===== src/optical_params.svh =====
// numeric constants for the optical port pin configuration block
`ifndef OPTICAL_PARAMS_SVH
`define OPTICAL_PARAMS_SVH

// register bus geometry
`define REG_ADDR_W        16
`define REG_DATA_W        8

// register byte addresses
`define TXCFG_ADDR        16'h2456
`define RXCFG_ADDR        16'h2457
`define SEGMAP_ADDR       16'h2458
`define STATUS_ADDR       16'h2459
`define PULSECFG_ADDR     16'h210C

// transmit configuration fields
`define TXCFG_INV_BIT     0
`define TXCFG_MOD_BIT     1
`define TXCFG_SRC_LSB     2
`define TXCFG_SRC_MSB     3

// receive configuration fields
`define RXCFG_BB_BIT      0
`define RXCFG_INV_BIT     1
`define RXCFG_DIS_BIT     2
`define RXCFG_DUTY_LSB    4
`define RXCFG_DUTY_MSB    5

// other fields: single bits and the two-bit status receive select
`define PULSE_INV_BIT     0
`define SEGMAP_TX_BIT     0
`define SEGMAP_RX_BIT     1
`define STAT_TX_BIT       0
`define STAT_TX_OE_BIT    1
`define STAT_RX_BIT       2
`define STAT_CARRIER_BIT  3
`define STAT_RXSEL_LSB    4
`define STAT_RXSEL_MSB    5

// field reset values
`define CFG_RESET         8'h00
`define FIELD2_RESET      2'h0

// carrier timing
`define CLK_HZ            100000000
`define CARRIER_HZ        38000
`define CARRIER_CYC       (`CLK_HZ / `CARRIER_HZ)
`define CARRIER_CNT_W     12

// synchroniser depth for pin inputs
`define SYNC_STAGES       2

`endif


===== src/optical_pkg.sv =====
// shared types for the optical port pin configuration block
package optical_pkg;

  typedef enum logic [1:0] {
    SRC_GPIO,
    SRC_UART,
    SRC_WATT,
    SRC_VAR
  } tx_src_t;

  typedef enum logic [1:0] {
    DUTY_HALF,
    DUTY_QUARTER,
    DUTY_EIGHTH,
    DUTY_SIXTEENTH
  } duty_t;

  typedef enum logic [1:0] {
    RX_UART,
    RX_GPIO,
    RX_SEG
  } rx_mode_t;

endpackage


===== src/carrier_if.sv =====
// carrier request and waveform between the port logic and its generator
`timescale 1ns/1ps
interface carrier_if;
  logic                 enable;
  optical_pkg::duty_t   duty;
  logic                 carrier;

  modport gen (
    input  enable,
    input  duty,
    output carrier
  );

  modport user (
    output enable,
    output duty,
    input  carrier
  );
endinterface


===== src/pin_sync.sv =====
// two-stage synchroniser for each pin input bit
`timescale 1ns/1ps
`include "optical_params.svh"
module pin_sync #(
  parameter int W = 2
) (
  input  wire logic         mclk_i,
  input  wire logic         reset_i,
  input  wire logic         ce_i,
  input  wire logic [W-1:0] async_i,
  output logic      [W-1:0] sync_o
);

  genvar g;
  generate
    for (g = 0; g < W; g = g + 1) begin : g_bit
      logic [`SYNC_STAGES-1:0] stage_r;
      // only the last stage is ever read outside this loop
      always_ff @(posedge mclk_i) begin
        if (reset_i) begin
          stage_r <= '0;
        end else if (ce_i) begin
          stage_r <= {stage_r[`SYNC_STAGES-2:0], async_i[g]};
        end
      end
      assign sync_o[g] = stage_r[`SYNC_STAGES-1];
    end
  endgenerate

endmodule


===== src/carrier_gen.sv =====
// carrier generator with selectable low-time fraction
`timescale 1ns/1ps
`include "optical_params.svh"
module carrier_gen (
  input  wire logic mclk_i,
  input  wire logic reset_i,
  input  wire logic ce_i,
  carrier_if.gen    cif
);

  localparam logic [`CARRIER_CNT_W-1:0] PERIOD =
    `CARRIER_CNT_W'(`CARRIER_CYC);

  logic [`CARRIER_CNT_W-1:0] cnt_r;
  logic [`CARRIER_CNT_W-1:0] low_cyc;
  logic                      carrier_r;

  always_comb begin
    case (cif.duty)
      optical_pkg::DUTY_HALF:    low_cyc = PERIOD >> 1;
      optical_pkg::DUTY_QUARTER: low_cyc = PERIOD >> 2;
      optical_pkg::DUTY_EIGHTH:  low_cyc = PERIOD >> 3;
      default:                   low_cyc = PERIOD >> 4;
    endcase
  end

  // counter idles at zero while modulation is off
  always_ff @(posedge mclk_i) begin
    if (reset_i) begin
      cnt_r <= '0;
    end else if (ce_i) begin
      if (!cif.enable || cnt_r == PERIOD - 1'b1) begin
        cnt_r <= '0;
      end else begin
        cnt_r <= cnt_r + 1'b1;
      end
    end
  end

  // low phase first, then high for the rest of the period
  always_ff @(posedge mclk_i) begin
    if (reset_i) begin
      carrier_r <= 1'b1;
    end else if (ce_i) begin
      carrier_r <= !(cif.enable && cnt_r < low_cyc);
    end
  end

  assign cif.carrier = carrier_r;

endmodule


===== src/optical_port_pin_config.sv =====
// optical port pin configuration: transmit and receive pin muxing
`timescale 1ns/1ps
`include "optical_params.svh"
module optical_port_pin_config (
  // clock, reset, enable
  input  wire logic                   mclk_i,
  input  wire logic                   reset_i,
  input  wire logic                   ce_i,
  // register port
  input  wire logic [`REG_ADDR_W-1:0] addr_i,
  input  wire logic [`REG_DATA_W-1:0] wdata_i,
  input  wire logic                   wr_i,
  input  wire logic                   rd_i,
  output logic      [`REG_DATA_W-1:0] rdata_o,
  // transmit sources from on-chip logic
  input  wire logic                   uart_tx_i,
  input  wire logic                   watt_hour_pulse_i,
  input  wire logic                   var_hour_pulse_i,
  input  wire logic                   general_io_tx_out_i,
  input  wire logic                   general_io_tx_dir_i,
  input  wire logic                   segment_driver_tx_i,
  // receive-side on-chip signals
  input  wire logic                   general_io_rx_out_i,
  input  wire logic                   general_io_rx_dir_i,
  input  wire logic                   segment_driver_rx_i,
  // infrared transmit pin
  input  wire logic                   infrared_transmit_pin_i,
  output logic                        infrared_transmit_pin_o,
  output logic                        infrared_transmit_pin_oe_o,
  // infrared receive pin (comparator result)
  input  wire logic                   infrared_receive_pin_i,
  output logic                        infrared_receive_pin_o,
  output logic                        infrared_receive_pin_oe_o,
  // inputs returned to on-chip logic
  output logic                        uart_rx_o,
  output logic                        general_io_tx_in_o,
  output logic                        general_io_rx_in_o,
  output logic                        bitbang_uart_io_o
);

  ////////////////////////////////////////////////////////////////////////////
  // configuration registers

  logic                   tx_invert_r;
  logic                   tx_mod_en_r;
  optical_pkg::tx_src_t   tx_src_r;
  logic                   rx_bitbang_r;
  logic                   rx_invert_r;
  logic                   rx_disable_r;
  optical_pkg::duty_t     duty_r;
  logic                   pulse_inv_r;
  logic                   segmap_tx_r;
  logic                   segmap_rx_r;

  logic                   wr_tx;
  logic                   wr_rx;
  logic                   wr_pulse;
  logic                   wr_seg;

  assign wr_tx    = wr_i && addr_i == `TXCFG_ADDR;
  assign wr_rx    = wr_i && addr_i == `RXCFG_ADDR;
  assign wr_pulse = wr_i && addr_i == `PULSECFG_ADDR;
  assign wr_seg   = wr_i && addr_i == `SEGMAP_ADDR;

  always_ff @(posedge mclk_i) begin
    if (reset_i) begin
      tx_invert_r <= 1'b0;
      tx_mod_en_r <= 1'b0;
      tx_src_r    <= optical_pkg::SRC_GPIO;
    end else if (ce_i && wr_tx) begin
      tx_invert_r <= wdata_i[`TXCFG_INV_BIT];
      tx_mod_en_r <= wdata_i[`TXCFG_MOD_BIT];
      tx_src_r    <= optical_pkg::tx_src_t'(
                       wdata_i[`TXCFG_SRC_MSB:`TXCFG_SRC_LSB]);
    end
  end

  always_ff @(posedge mclk_i) begin
    if (reset_i) begin
      rx_bitbang_r <= 1'b0;
      rx_invert_r  <= 1'b0;
      rx_disable_r <= 1'b0;
      duty_r       <= optical_pkg::DUTY_HALF;
    end else if (ce_i && wr_rx) begin
      rx_bitbang_r <= wdata_i[`RXCFG_BB_BIT];
      rx_invert_r  <= wdata_i[`RXCFG_INV_BIT];
      rx_disable_r <= wdata_i[`RXCFG_DIS_BIT];
      duty_r       <= optical_pkg::duty_t'(
                        wdata_i[`RXCFG_DUTY_MSB:`RXCFG_DUTY_LSB]);
    end
  end

  // pulse polarity and segment map bits
  always_ff @(posedge mclk_i) begin
    if (reset_i) begin
      pulse_inv_r <= 1'b0;
    end else if (ce_i && wr_pulse) begin
      pulse_inv_r <= wdata_i[`PULSE_INV_BIT];
    end
  end

  always_ff @(posedge mclk_i) begin
    if (reset_i) begin
      segmap_tx_r <= 1'b0;
      segmap_rx_r <= 1'b0;
    end else if (ce_i && wr_seg) begin
      segmap_tx_r <= wdata_i[`SEGMAP_TX_BIT];
      segmap_rx_r <= wdata_i[`SEGMAP_RX_BIT];
    end
  end

  ////////////////////////////////////////////////////////////////////////////
  // pin input synchronisers

  logic [1:0] pin_sync_w;
  logic       tx_pin_sync;
  logic       rx_pin_sync;

  pin_sync #(
    .W (2)
  ) u_pin_sync (
    .mclk_i  (mclk_i),
    .reset_i (reset_i),
    .ce_i    (ce_i),
    .async_i ({infrared_receive_pin_i, infrared_transmit_pin_i}),
    .sync_o  (pin_sync_w)
  );

  assign tx_pin_sync = pin_sync_w[0];
  assign rx_pin_sync = pin_sync_w[1];

  ////////////////////////////////////////////////////////////////////////////
  // carrier

  carrier_if cif ();

  assign cif.enable = tx_mod_en_r;
  assign cif.duty   = duty_r;

  carrier_gen u_carrier_gen (
    .mclk_i  (mclk_i),
    .reset_i (reset_i),
    .ce_i    (ce_i),
    .cif     (cif)
  );

  ////////////////////////////////////////////////////////////////////////////
  // transmit path

  logic uart_inv;
  logic uart_mod;
  logic watt_lvl;
  logic var_lvl;
  logic tx_nxt;
  logic tx_oe_nxt;

  assign uart_inv = uart_tx_i ^ tx_invert_r;

  assign uart_mod = (tx_mod_en_r && !uart_inv) ? cif.carrier : uart_inv;

  assign watt_lvl = pulse_inv_r ? watt_hour_pulse_i : !watt_hour_pulse_i;
  assign var_lvl  = pulse_inv_r ? var_hour_pulse_i  : !var_hour_pulse_i;

  always_comb begin
    tx_nxt    = 1'b0;
    tx_oe_nxt = 1'b0;
    if (segmap_tx_r) begin
      tx_nxt    = segment_driver_tx_i;
      tx_oe_nxt = 1'b1;
    end else begin
      case (tx_src_r)
        optical_pkg::SRC_GPIO: begin
          tx_nxt    = general_io_tx_out_i;
          tx_oe_nxt = general_io_tx_dir_i;
        end
        optical_pkg::SRC_UART: begin
          tx_nxt    = uart_mod;
          tx_oe_nxt = 1'b1;
        end
        optical_pkg::SRC_WATT: begin
          tx_nxt    = watt_lvl;
          tx_oe_nxt = 1'b1;
        end
        optical_pkg::SRC_VAR: begin
          tx_nxt    = var_lvl;
          tx_oe_nxt = 1'b1;
        end
        default: begin
          tx_nxt    = 1'b0;
          tx_oe_nxt = 1'b0;
        end
      endcase
    end
  end

  // registered pin drive keeps glitches of the mux off the led
  always_ff @(posedge mclk_i) begin
    if (reset_i) begin
      infrared_transmit_pin_o    <= 1'b0;
      infrared_transmit_pin_oe_o <= 1'b0;
    end else if (ce_i) begin
      infrared_transmit_pin_o    <= tx_nxt;
      infrared_transmit_pin_oe_o <= tx_oe_nxt;
    end
  end

  // general io input of the transmit pin, only while it is general io
  always_ff @(posedge mclk_i) begin
    if (reset_i) begin
      general_io_tx_in_o <= 1'b0;
    end else if (ce_i) begin
      general_io_tx_in_o <= !segmap_tx_r &&
                            tx_src_r == optical_pkg::SRC_GPIO &&
                            tx_pin_sync;
    end
  end

  ////////////////////////////////////////////////////////////////////////////
  // receive path

  optical_pkg::rx_mode_t rx_mode;

  always_comb begin
    if (segmap_rx_r) begin
      rx_mode = optical_pkg::RX_SEG;
    end else if (rx_disable_r) begin
      rx_mode = optical_pkg::RX_GPIO;
    end else begin
      rx_mode = optical_pkg::RX_UART;
    end
  end

  // uart idles high whenever the pin is not its input
  always_ff @(posedge mclk_i) begin
    if (reset_i) begin
      uart_rx_o <= 1'b1;
    end else if (ce_i) begin
      if (rx_mode == optical_pkg::RX_UART) begin
        uart_rx_o <= rx_pin_sync ^ rx_invert_r;
      end else begin
        uart_rx_o <= 1'b1;
      end
    end
  end

  always_ff @(posedge mclk_i) begin
    if (reset_i) begin
      general_io_rx_in_o <= 1'b0;
    end else if (ce_i) begin
      general_io_rx_in_o <= rx_mode == optical_pkg::RX_GPIO && rx_pin_sync;
    end
  end

  always_ff @(posedge mclk_i) begin
    if (reset_i) begin
      bitbang_uart_io_o <= 1'b0;
    end else if (ce_i) begin
      bitbang_uart_io_o <= rx_bitbang_r && rx_pin_sync;
    end
  end

  // receive pin drive: only as segment or as general io output
  always_ff @(posedge mclk_i) begin
    if (reset_i) begin
      infrared_receive_pin_o    <= 1'b0;
      infrared_receive_pin_oe_o <= 1'b0;
    end else if (ce_i) begin
      case (rx_mode)
        optical_pkg::RX_SEG: begin
          infrared_receive_pin_o    <= segment_driver_rx_i;
          infrared_receive_pin_oe_o <= 1'b1;
        end
        optical_pkg::RX_GPIO: begin
          infrared_receive_pin_o    <= general_io_rx_out_i;
          infrared_receive_pin_oe_o <= general_io_rx_dir_i;
        end
        default: begin
          infrared_receive_pin_o    <= 1'b0;
          infrared_receive_pin_oe_o <= 1'b0;
        end
      endcase
    end
  end

  ////////////////////////////////////////////////////////////////////////////
  // register read

  logic [`REG_DATA_W-1:0] rd_nxt;

  always_comb begin
    rd_nxt = `CFG_RESET;
    case (addr_i)
      `TXCFG_ADDR: begin
        rd_nxt[`TXCFG_INV_BIT] = tx_invert_r;
        rd_nxt[`TXCFG_MOD_BIT] = tx_mod_en_r;
        rd_nxt[`TXCFG_SRC_MSB:`TXCFG_SRC_LSB] = tx_src_r;
      end
      `RXCFG_ADDR: begin
        rd_nxt[`RXCFG_BB_BIT]  = rx_bitbang_r;
        rd_nxt[`RXCFG_INV_BIT] = rx_invert_r;
        rd_nxt[`RXCFG_DIS_BIT] = rx_disable_r;
        rd_nxt[`RXCFG_DUTY_MSB:`RXCFG_DUTY_LSB] = duty_r;
      end
      `PULSECFG_ADDR: begin
        rd_nxt[`PULSE_INV_BIT] = pulse_inv_r;
      end
      `SEGMAP_ADDR: begin
        rd_nxt[`SEGMAP_TX_BIT] = segmap_tx_r;
        rd_nxt[`SEGMAP_RX_BIT] = segmap_rx_r;
      end
      `STATUS_ADDR: begin
        rd_nxt[`STAT_TX_BIT]      = infrared_transmit_pin_o;
        rd_nxt[`STAT_TX_OE_BIT]   = infrared_transmit_pin_oe_o;
        rd_nxt[`STAT_RX_BIT]      = rx_pin_sync;
        rd_nxt[`STAT_CARRIER_BIT] = cif.carrier;
        rd_nxt[`STAT_RXSEL_MSB:`STAT_RXSEL_LSB] = rx_mode;
      end
      default: begin
        rd_nxt = `CFG_RESET;
      end
    endcase
  end

  // data stands one cycle only, zero otherwise and for unmapped addresses
  always_ff @(posedge mclk_i) begin
    if (reset_i) begin
      rdata_o <= `CFG_RESET;
    end else if (ce_i) begin
      rdata_o <= rd_i ? rd_nxt : `CFG_RESET;
    end
  end

endmodule


===== config.mk =====
export PLATFORM = sky130hd
export DESIGN_NAME = optical_port_pin_config
export DESIGN_NICKNAME = d
export VERILOG_FILES = /design/src/optical_pkg.sv /design/src/carrier_if.sv /design/src/pin_sync.sv /design/src/carrier_gen.sv /design/src/optical_port_pin_config.sv
export VERILOG_INCLUDE_DIRS = /design/src
export SDC_FILE = /design/constraint.sdc
export NUM_CORES = 1
export LEC_CHECK = 0
export ABC_AREA = 0
export ABC_CLOCK_PERIOD_IN_PS = 3200
export BUFFER_PORTS_ARGS = -buffer_cell sky130_fd_sc_hd__buf_2
export CAP_MARGIN = 10
export CORE_ASPECT_RATIO = 1.75
export CORE_MARGIN = 4
export CORE_UTILIZATION = 50
export DETAILED_ROUTE_END_ITERATION = 10
export PLACE_DENSITY = 0.79
export REMOVE_ABC_BUFFERS = 1
export SKIP_LAST_GASP = 1
export SLEW_MARGIN = 20
export SYNTH_ARGS = -nofsm -noshare
export SYNTH_HDL_FRONTEND = slang
export SYNTH_SLANG_ARGS = --single-unit

===== constraint.sdc =====
create_clock -name mclk_i -period 3.2 [get_ports mclk_i]
set_clock_uncertainty 0.05 [all_clocks]
set_input_delay 0.16 -clock mclk_i [delete_from_list [all_inputs] [get_ports mclk_i]]
set_output_delay 0.16 -clock mclk_i [all_outputs]
set_load 0.01 [all_outputs]

* Word-level counts from Yosys, hierarchy flattened
Cells that the tools add are included. Widths: inputs -> output; s select.
Word-level totals: register bits 45, input bits 40, output and inout bits 16
Operators by class: multiplexer cells 20, eq/ne operators 13, magnitude comparators 1, bitwise logic cells 2, reduce and logical (&&, ||, !) cells 25, $add $sub $neg 1
Operators by type and width (number):
- $eq 16x14->1 const B | 5
- $pmux 11 s3 | 1
- $logic_and 1x1->1 | 14
- $add 12x1->12 const B | 1
- $eq 12x12->1 const B | 1
- $lt 12x11->1 | 1
- $mux 12 | 1
- $eq 2x2->1 const B | 4
- $pmux 1 s2 | 4
- $pmux 1 s4 | 2
- $mux 1 | 7
- $eq 2x1->1 const B | 3
- $logic_not 1->1 | 6
- $logic_not 2->1 | 3
- $mux 6 | 1
- $pmux 1 s5 | 1
- $pmux 2 s2 | 1
- $pmux 1 s3 | 1
- $reduce_or 3->1 | 1
- $mux 2 | 1
- $xor 1x1->1 | 2
- $logic_or 1x1->1 | 1

* Logic depth before layout (Yosys ltp)
Gate-level depths: netlist of run 1.
depth in word-level cells 6, mapped depth 9, mapped depth without buffers 9

* Modules after synthesis
From an unflattened synthesis of run 1, not the netlist that was laid out.
Unflattened totals: cells, all modules 292, area total of the unflattened synthesis 2502.4 µm²
Modules (own cells, without submodules):
- optical_port_pin_config | sequential area each 520.5 µm², cells an instance 171, instances 1, area an instance 1385.1 µm²
- carrier_gen | sequential area each 260.2 µm², cells an instance 106, instances 1, area an instance 962.2 µm²
- pin_sync | sequential area each 80.1 µm², cells an instance 15, instances 1, area an instance 155.1 µm²

* Worst setup path before layout of run 1
OpenSTA, ideal clock, no wires.
kind input-to-reg, from input port addr_i[5], to register tx_mod_en_r (netlist: cif.enable), required time 3.022 ns, stages on the path 6, setup time 0.128 ns, arrival time 1.600 ns, setup slack 1.422 ns, path through or4_4 -> nor4_4 -> and2_1 -> buf_6 -> mux2i_1 -> nor2_1
Between the ends: word-level cells in the longest chain between the ends 3
Ends and longest elaborated chain:
- from (decl) | RTL line optical_port_pin_config.sv:10 | input wire logic [`REG_ADDR_W-1:0] addr_i,
- $eq 16x14->1
- $logic_and 1x1->1 (no source line)
- $logic_and 1x1->1 | RTL line optical_port_pin_config.sv:70 | end else if (ce_i && wr_tx) begin
- to (signal assigned) | RTL line optical_port_pin_config.sv:72 | tx_mod_en_r <= wdata_i[`TXCFG_MOD_BIT];
- to (decl) | RTL line optical_port_pin_config.sv:45 | logic tx_mod_en_r;
No other way between the ends. A chain may end at the register's enable or synchronous reset.

* Final worst setup path of run 1
from register duty_r[1] (netlist: cif.duty[1]), to register u_carrier_gen.carrier_r (netlist: u_carrier_gen.cif.carrier)
Between the ends: word-level cells in the longest chain between the ends 5, elaborated cells on any way between the ends 7, those cells by class 1 x order compare; 2 x eq/ne; 1 x mux; 3 x reduce/logical
Ends and longest elaborated chain:
- from (decl) | RTL line optical_port_pin_config.sv:50 | optical_pkg::duty_t duty_r;
- from (signal assigned) | RTL line optical_port_pin_config.sv:83 | duty_r <= optical_pkg::DUTY_HALF;
- from (signal assigned) | RTL line optical_port_pin_config.sv:88 | duty_r <= optical_pkg::duty_t'(
- $eq 2x2->1 (tied with other cells) | RTL line carrier_gen.sv:19 | case (cif.duty)
- $pmux 11 s3 * | RTL line carrier_gen.sv:19
- $lt 12x11->1 * | RTL line carrier_gen.sv:45 | carrier_r <= !(cif.enable && cnt_r < low_cyc);
- $logic_and 1x1->1 * | RTL line carrier_gen.sv:45
- $logic_not 1->1 * | RTL line carrier_gen.sv:45
- to (signal assigned) | RTL line carrier_gen.sv:45
- to (decl) | RTL line carrier_gen.sv:16 | logic carrier_r;
Mark *: on every way between the ends. The rest lies on a longest branch, timed or not.

==> flow_summary.toml, run 1 <==
[timing]
report.final.slew_viol_count = 0
finalCritPeriodShare_pct = 62.3
rsz0062_at_grt = "no"
min_period_ns = 1.99
max_freq_mhz = 502
tightest_slew_ns = 0.531
whs_ns = 0.0351
timing.setup.tns_ns = 0
slew_headroom_pct = 64.6
setup_viol_count_final = 0
hold_viol_final = 0

[setup_path]
worst_path_largest_cell_delay_ns = 0.43
critPathMaxFanout = 6
cp.required_ns = 3.34
critPathKind = "flop to flop"
crit_path_top_delay_cell = "dfxtp_1"
r2r-start = "cif.duty[1]$_SDFFE_PP0P_"
crit_arrival_ns = 2.13
cp-start-kind = "flop"
reg2reg_to = "u_carrier_gen.cif.carrier$_SDFFE_PP1P_"
reg2reg_setup_slack_ns = 1.21
crit_chain = "inv_1, ha_1, nor2_1, ha_1, a211oi_1, o21ai_0, o21ai_0, a21oi_1"
end_kind = "flop"
r2r_cells = 8

[logic_synthesis]
syn-cell-area_um2 = 2340
netlist_instances = 257
yosysSeqAreaShare_pct = 36.8
yosysWarnings = 0
synth.avg_cell_area_um2 = 9.10
synth.distinct_cells = 44
synth_seq_cells = 43

[drt]
drc = 0
drtIter0Drc = 43
routedWlPerCell_um = 15.0
num_vias = 1988
ant_nets = 0
totalWireLength_mm = 5.36
first_pass_iters = 4
via_per_inst = 5.55

[pwr]
peakVddDrop_mv = 0.368
power.share.combinational_pct = 7.9
switchingPower_uw = 261
intPower_uw = 738
power_frac_seq_pct = 54.9
p_sw_share_pct = 26.1
powerDensity_nw_per_um2 = 369
power_frac_clock_pct = 37.2
leakage_uw = 0.00121

[clock_network]
cts.sinks = 43
cts_setup_buffers = 0
cts_buffers = 5
clockRootBuffer = "clkbuf_8"
clkLatencyLatePin_ns = 0.31
cts_resized = 0
postCtsHoldBufs = 0
clkTransAtPathRegs_ns = 0.09
h-tree-depth = 2
cts_tree = "done"
cts_buffer_depth = 2

[grt]
overflow = 0
grtUsageTotal_pct = 19.8
antenna_found_initial = 0
met1_usage_pct = 20.5
top_usage_layer = "met2"
grtUsageMet3_pct = 3.93
grt_max_degree = 31
grt_pass1_wl_mm = 9.05
grt.met2_usage_pct = 36.0
grt_pass1_vias = 2057

[place]
port-buffer-count = 51
dp.final_hpwl_mm = 4.20
place_congestion = 0.853

[finish]
drive_above_1_share_pct = 21.8
nets = 364
final_common_cell = "buf_2"
seq_area_um2 = 861
fill_cells = 427
area_growth_syn_to_layout_pct = 15.8
multiInputGateArea_um2 = 1390
antenna_cells = 0
final_cell_mix = "buf_2, dfxtp_1, nor2_1, ha_1, mux2i_1"

[hold_path]
min_path_cells = 3
hp-class = "primary input to flop"
holdPathEnd = "u_pin_sync.g_bit[1].stage_r[0]$_SDFFE_PP0P_"
min-delay-start = "infrared_receive_pin_i"

[floorplanning]
die_w_um = 59.7
die_h_um = 98.5
pin_count = 56
dieArea_um2 = 5880
rows = 32
start_util_pct = 52.1
core_area_um2 = 4480

[job]
drv_cap = 0

[status]
outcome = "complete, no violations"
worst max path at each step:
stage,startpoint,end,slack [ns],depth (start not counted)
floorplan,addr_i[5],cif.enable$_SDFFE_PP0P_,1.42,5
global placement,addr_i[5],cif.enable$_SDFFE_PP0P_,1.18,6
detailed placement,addr_i[5],tx_src_r[1]$_SDFFE_PP0P_,1.14,6
CTS,cif.duty[1]$_SDFFE_PP0P_,u_carrier_gen.cif.carrier$_SDFFE_PP1P_,1.19,8
global route,cif.duty[1]$_SDFFE_PP0P_,u_carrier_gen.cif.carrier$_SDFFE_PP1P_,1.07,8
finish,cif.duty[1]$_SDFFE_PP0P_,u_carrier_gen.cif.carrier$_SDFFE_PP1P_,1.21,8
cell usage after synthesis:
cell	n	area, um^2
and4_1	2	17.5
or4_4	1	11.3
xor2_1	9	78.8
nor4b_1	3	26.3
a21o_1	2	15.0
dfxtp_1	43	861
nand2_1	10	37.5
and2_0	1	6.26
o21ai_1	1	5.00
and2_1	2	12.5
or4b_4	1	13.8
and3_1	3	18.8
a221oi_1	1	8.76
and4b_1	1	10.0
o21a_1	1	7.51
inv_1	9	33.8
clkbuf_1	6	22.5
a21oi_1	12	60.1
a222oi_1	2	20.0
nor2b_1	3	18.8
nand2b_1	4	25.0
or4bb_1	2	22.5
a2111oi_0	2	17.5
a22oi_1	4	30.0
o21ai_0	11	55.1
nand4_1	3	18.8
nor4_2	1	12.5
xnor2_1	5	43.8
buf_4	2	15.0
nor4_4	3	63.8
nor2_1	42	158
ha_1	18	225
nand4b_1	2	17.5
conb_1	1	3.75
nand3b_1	2	15.0
buf_1	2	7.51
o31ai_1	1	7.51
nand2_2	1	6.26
a211oi_1	7	52.6
buf_6	1	11.3
mux2i_1	17	170
nand3_1	8	40.0
a32o_1	2	20.0
nor3_1	3	15.0
registers in the layout, summed over array words and instances (netlist names):
signal,count
bitbang_uart_io_o,1
cif.duty,2
cif.enable,1
general_io_rx_in_o,1
general_io_tx_in_o,1
infrared_receive_pin_o,1
infrared_receive_pin_oe_o,1
infrared_transmit_pin_o,1
infrared_transmit_pin_oe_o,1
pulse_inv_r,1
rdata_o,6
rx_bitbang_r,1
rx_disable_r,1
rx_invert_r,1
segmap_rx_r,1
segmap_tx_r,1
tx_invert_r,1
tx_src_r,2
u_carrier_gen.cif.carrier,1
u_carrier_gen.cnt_r,12
u_pin_sync.g_bit.stage_r,4
uart_rx_o,1
per-layer routing:
metal | vias to the layer above | wire length (um)
li1 | 1013 | -
met1 | 898 | 1950
met2 | 63 | 2990
met3 | 14 | 262
met4 | 0 | 165
met5 | - | 0
logic make-up (layout without fill, tap and decap cells):
logic type,Yosys count,in the layout,synth area share (%)
AND/OR/NAND/NOR,98,98,24.2
multiplexers,17,17,7.28
AO/OA/AOI/OAI,46,46,12.8
XOR/XNOR,14,14,5.24
other,1,2,0.160
flip-flops,43,43,36.8
adder cells (fa/ha/maj),18,18,9.63
buffers and inverters,20,69,3.85
critical path, delay by kind of cell (launching register included):
kind	cells	cell delay (ns)
adder cells (fa/ha/maj)	2	0.48
buffers and inverters	1	0.11
AO/OA/AOI/OAI	4	0.69
AND/OR/NAND/NOR	1	0.12
flip-flops	1	0.43
area by class of cell:
cell class                 instances  area share [%]
clock inverter                     3           0.970
timing repair buffer              52            9.70
multi-input combinational        195            51.4
clock buffer                       5            2.54
tap                               51            2.36
sequential                        43            31.8
inverter                           9            1.25
power groups by stage:
stage | sequential, uW | clock (uW) | combinational [uW]
after detailed placement | 561 | 0 | 78.5
after floorplan | 561 | 0 | 29.6
after global placement | 561 | 0 | 76.5
after CTS | 549 | 384 | 78.9
after global routing | 550 | 409 | 87.4
final | 548 | 372 | 78.8
metrics by stage:
stage | setup WS, ns | instances | cell area (um^2) | total power (uW) | utilization [%]
2_1_floorplan | 1.42 | 247 | 2290 | 591 | -
3_3_place_gp | 1.18 | 350 | 2610 | 637 | 58.3
3_5_place_dp | 1.14 | 350 | 2610 | 640 | 58.3
4_1_cts | 1.19 | 358 | 2710 | 1010 | 60.4
5_1_grt | 1.07 | 358 | 2710 | 1050 | 60.4
6_report | 1.21 | 358 | 2710 | 1000 | 60.4
Note: power is estimated with default switching activity, not from simulation.
==> run 2: changes to the inputs <==
--- a/config.mk
+++ b/config.mk
@@ -7,7 +7,7 @@
 export NUM_CORES = 1
 export LEC_CHECK = 0
 export ABC_AREA = 0
-export ABC_CLOCK_PERIOD_IN_PS = 3200
+export ABC_CLOCK_PERIOD_IN_PS = 2100
 export BUFFER_PORTS_ARGS = -buffer_cell sky130_fd_sc_hd__buf_2
 export CAP_MARGIN = 10
 export CORE_ASPECT_RATIO = 1.75
==> constraint.sdc (replaced) <==
create_clock -name mclk_i -period 2.1 [get_ports mclk_i]
set_clock_uncertainty 0.05 [all_clocks]
set_input_delay 0.105 -clock mclk_i [delete_from_list [all_inputs] [get_ports mclk_i]]
set_output_delay 0.105 -clock mclk_i [all_outputs]
set_load 0.01 [all_outputs]
==> run 2 against run 1 <==
Net effect:
- setup slack got worse by 1.0 ns
- global-route usage fell by 0.18 points
- cell area increased by 3.0%
- critical path type unchanged
- largest cell class unchanged
- largest power group unchanged
- highest routed layer unchanged
==> flow_summary.toml, run 2 (synthesized netlist as in run 1, its figures left out) <==
[place]
dp.final_hpwl_mm = 4.18
port-buffer-count = 51
place_congestion = 0.874

[floorplanning]
die_h_um = 98.5
die_w_um = 59.7
pin_count = 56
core_area_um2 = 4480
dieArea_um2 = 5880
rows = 32
start_util_pct = 52.1

[setup_path]
worst_path_largest_cell_delay_ns = 0.43
reg2reg_to = "u_carrier_gen.cif.carrier$_SDFFE_PP1P_"
cp-endpoint = "u_carrier_gen.cif.carrier$_SDFFE_PP1P_"
worst-path-stages = 8
crit_chain = "inv_1, ha_1, ha_1, o21a_1, o21ai_0, a21oi_1, o21ai_1, a21oi_1"
startpoint = "cif.duty[0]$_SDFFE_PP0P_"
r2r_cells = 8
end_kind = "flop"
critPathMaxFanout = 5
reg2reg_setup_slack_ns = 0.20
critPathTopFamily = "adder cells"
cp_num_buf_inv = 1
crit_arrival_ns = 2.05
cp-start-kind = "flop"
critPathKind = "flop to flop"
crit_path_top_delay_cell = "dfxtp_1"
r2r-start = "cif.duty[0]$_SDFFE_PP0P_"
cp.required_ns = 2.25

[drt]
first_pass_iters = 4
ant_nets = 0
drc = 0
drtIter0Drc = 50
routedWlPerCell_um = 14.6
totalWireLength_mm = 5.35
num_vias = 2056
via_per_inst = 5.60

[pwr]
peakVddDrop_mv = 0.695
power_frac_clock_pct = 37.4
power.share.combinational_pct = 8.4
p_sw_share_pct = 26.4
powerDensity_nw_per_um2 = 553
leakage_uw = 0.00125
power_frac_seq_pct = 54.2
intPower_uw = 1140
post-layout-total-power_uw = 1540
switchingPower_uw = 408

[clock_network]
cts_tree = "done"
cts_setup_buffers = 0
cts_buffer_depth = 2
clkLatencyLatePin_ns = 0.31
cts.sinks = 43
h-tree-depth = 2
cts_buffers = 5
clockRootBuffer = "clkbuf_8"
clkTransAtPathRegs_ns = 0.10

[timing]
min_period_ns = 1.90
finalCritPeriodShare_pct = 90.6
timing.setup.tns_ns = 0
tightest_slew_ns = 0.560
hold_viol_final = 0
max_freq_mhz = 525
rsz0062_at_grt = "no"
report.final.slew_viol_count = 0
slew_headroom_pct = 62.6
setup_viol_count_final = 0

[finish]
area_growth_syn_to_layout_pct = 19.3
drive_above_1_share_pct = 22.2
final_cell_mix = "buf_2, dfxtp_1, nor2_1, ha_1, mux2i_1"
seq_area_um2 = 861
fill_cells = 407
nets = 373
reg_top3 = "u_carrier_gen.cnt_r x12, rdata_o x6, u_pin_sync.g_bit.stage_r x4"
multiInputGateArea_um2 = 1390
final_common_cell = "buf_2"
largest_reg_flops = 12
top_register = "u_carrier_gen.cnt_r"
antenna_cells = 0

[grt]
grt_pass1_vias = 2082
overflow = 0
grtUsageTotal_pct = 19.6
antenna_found_initial = 0
grt_pass1_wl_mm = 9.10
grt_max_degree = 31

[hold_path]
hp-class = "primary input to flop"
min_path_cells = 3

[status]
outcome = "complete, no violations"

[job]
drv_cap = 0
run 2: power by group through the flow:
| stage | Sequential (uW) | Clock (uW) | Combinational [uW] |
|---|---|---|---|
| floorplan | 855 | 0 | 45.1 |
| global placement | 855 | 0 | 118 |
| detailed placement | 855 | 0 | 121 |
| CTS | 836 | 582 | 130 |
| global route | 838 | 618 | 146 |
| finish | 836 | 578 | 130 |
run 2: worst min path at each step:
stage                                start                                           to
finish                          wdata_i[0]                     pulse_inv_r$_SDFFE_PP0P_
global route                    wdata_i[2]                     tx_src_r[0]$_SDFFE_PP0P_
floorplan                          reset_i               bitbang_uart_io_o$_SDFFE_PP0P_
detailed placement  infrared_receive_pin_i  u_pin_sync.g_bit[1].stage_r[0]$_SDFFE_PP0P_
CTS                             wdata_i[2]                     tx_src_r[0]$_SDFFE_PP0P_
global placement    infrared_receive_pin_i  u_pin_sync.g_bit[1].stage_r[0]$_SDFFE_PP0P_
run 2: repair_timing:
item	CTS	global route
hold buffers	6	0
endpoints found under the setup margin	0	1
resized for setup	0	1
hold endpoints to repair	6	0
run 2: per-layer routing:
metal,GRT usage (%),wire (um),up-vias
li1,-,-,1026
met5,0,0,-
met2,35.0,2840,63
met4,9.90,243,0
met3,3.54,265,16
met1,21.0,2000,951
run 2: metrics by stage:
step,instance area (um^2),hold WS (ns),util (%),worst slack [ns],std cells
after global routing,2790,0.0443,62.2,0.0180,367
after CTS,2790,0.0222,62.2,0.125,367
after floorplan,2290,0.124,-,0.372,247
after global placement,2640,0.291,58.8,0.208,353
final,2790,0.0207,62.2,0.197,367
after detailed placement,2640,0.299,58.8,0.184,353
run 2: layout make-up:
type | instances | area share, %
clock buffers | 5 | 2.47
clock inverters | 3 | 0.942
inverters | 9 | 1.21
multi-input cells | 195 | 49.9
flip-flops and latches | 43 | 30.9
well taps | 51 | 2.29
repair buffers | 61 | 12.4
run 2: worst reg2reg max path: stages, from the launching register on:
cell and delay (ns):
dfxtp_1 0.43, inv_1 0.13, ha_1 0.32, ha_1 0.30, o21a_1 0.10, o21ai_0 0.16
a21oi_1 0.09, o21ai_1 0.11, a21oi_1 0.09
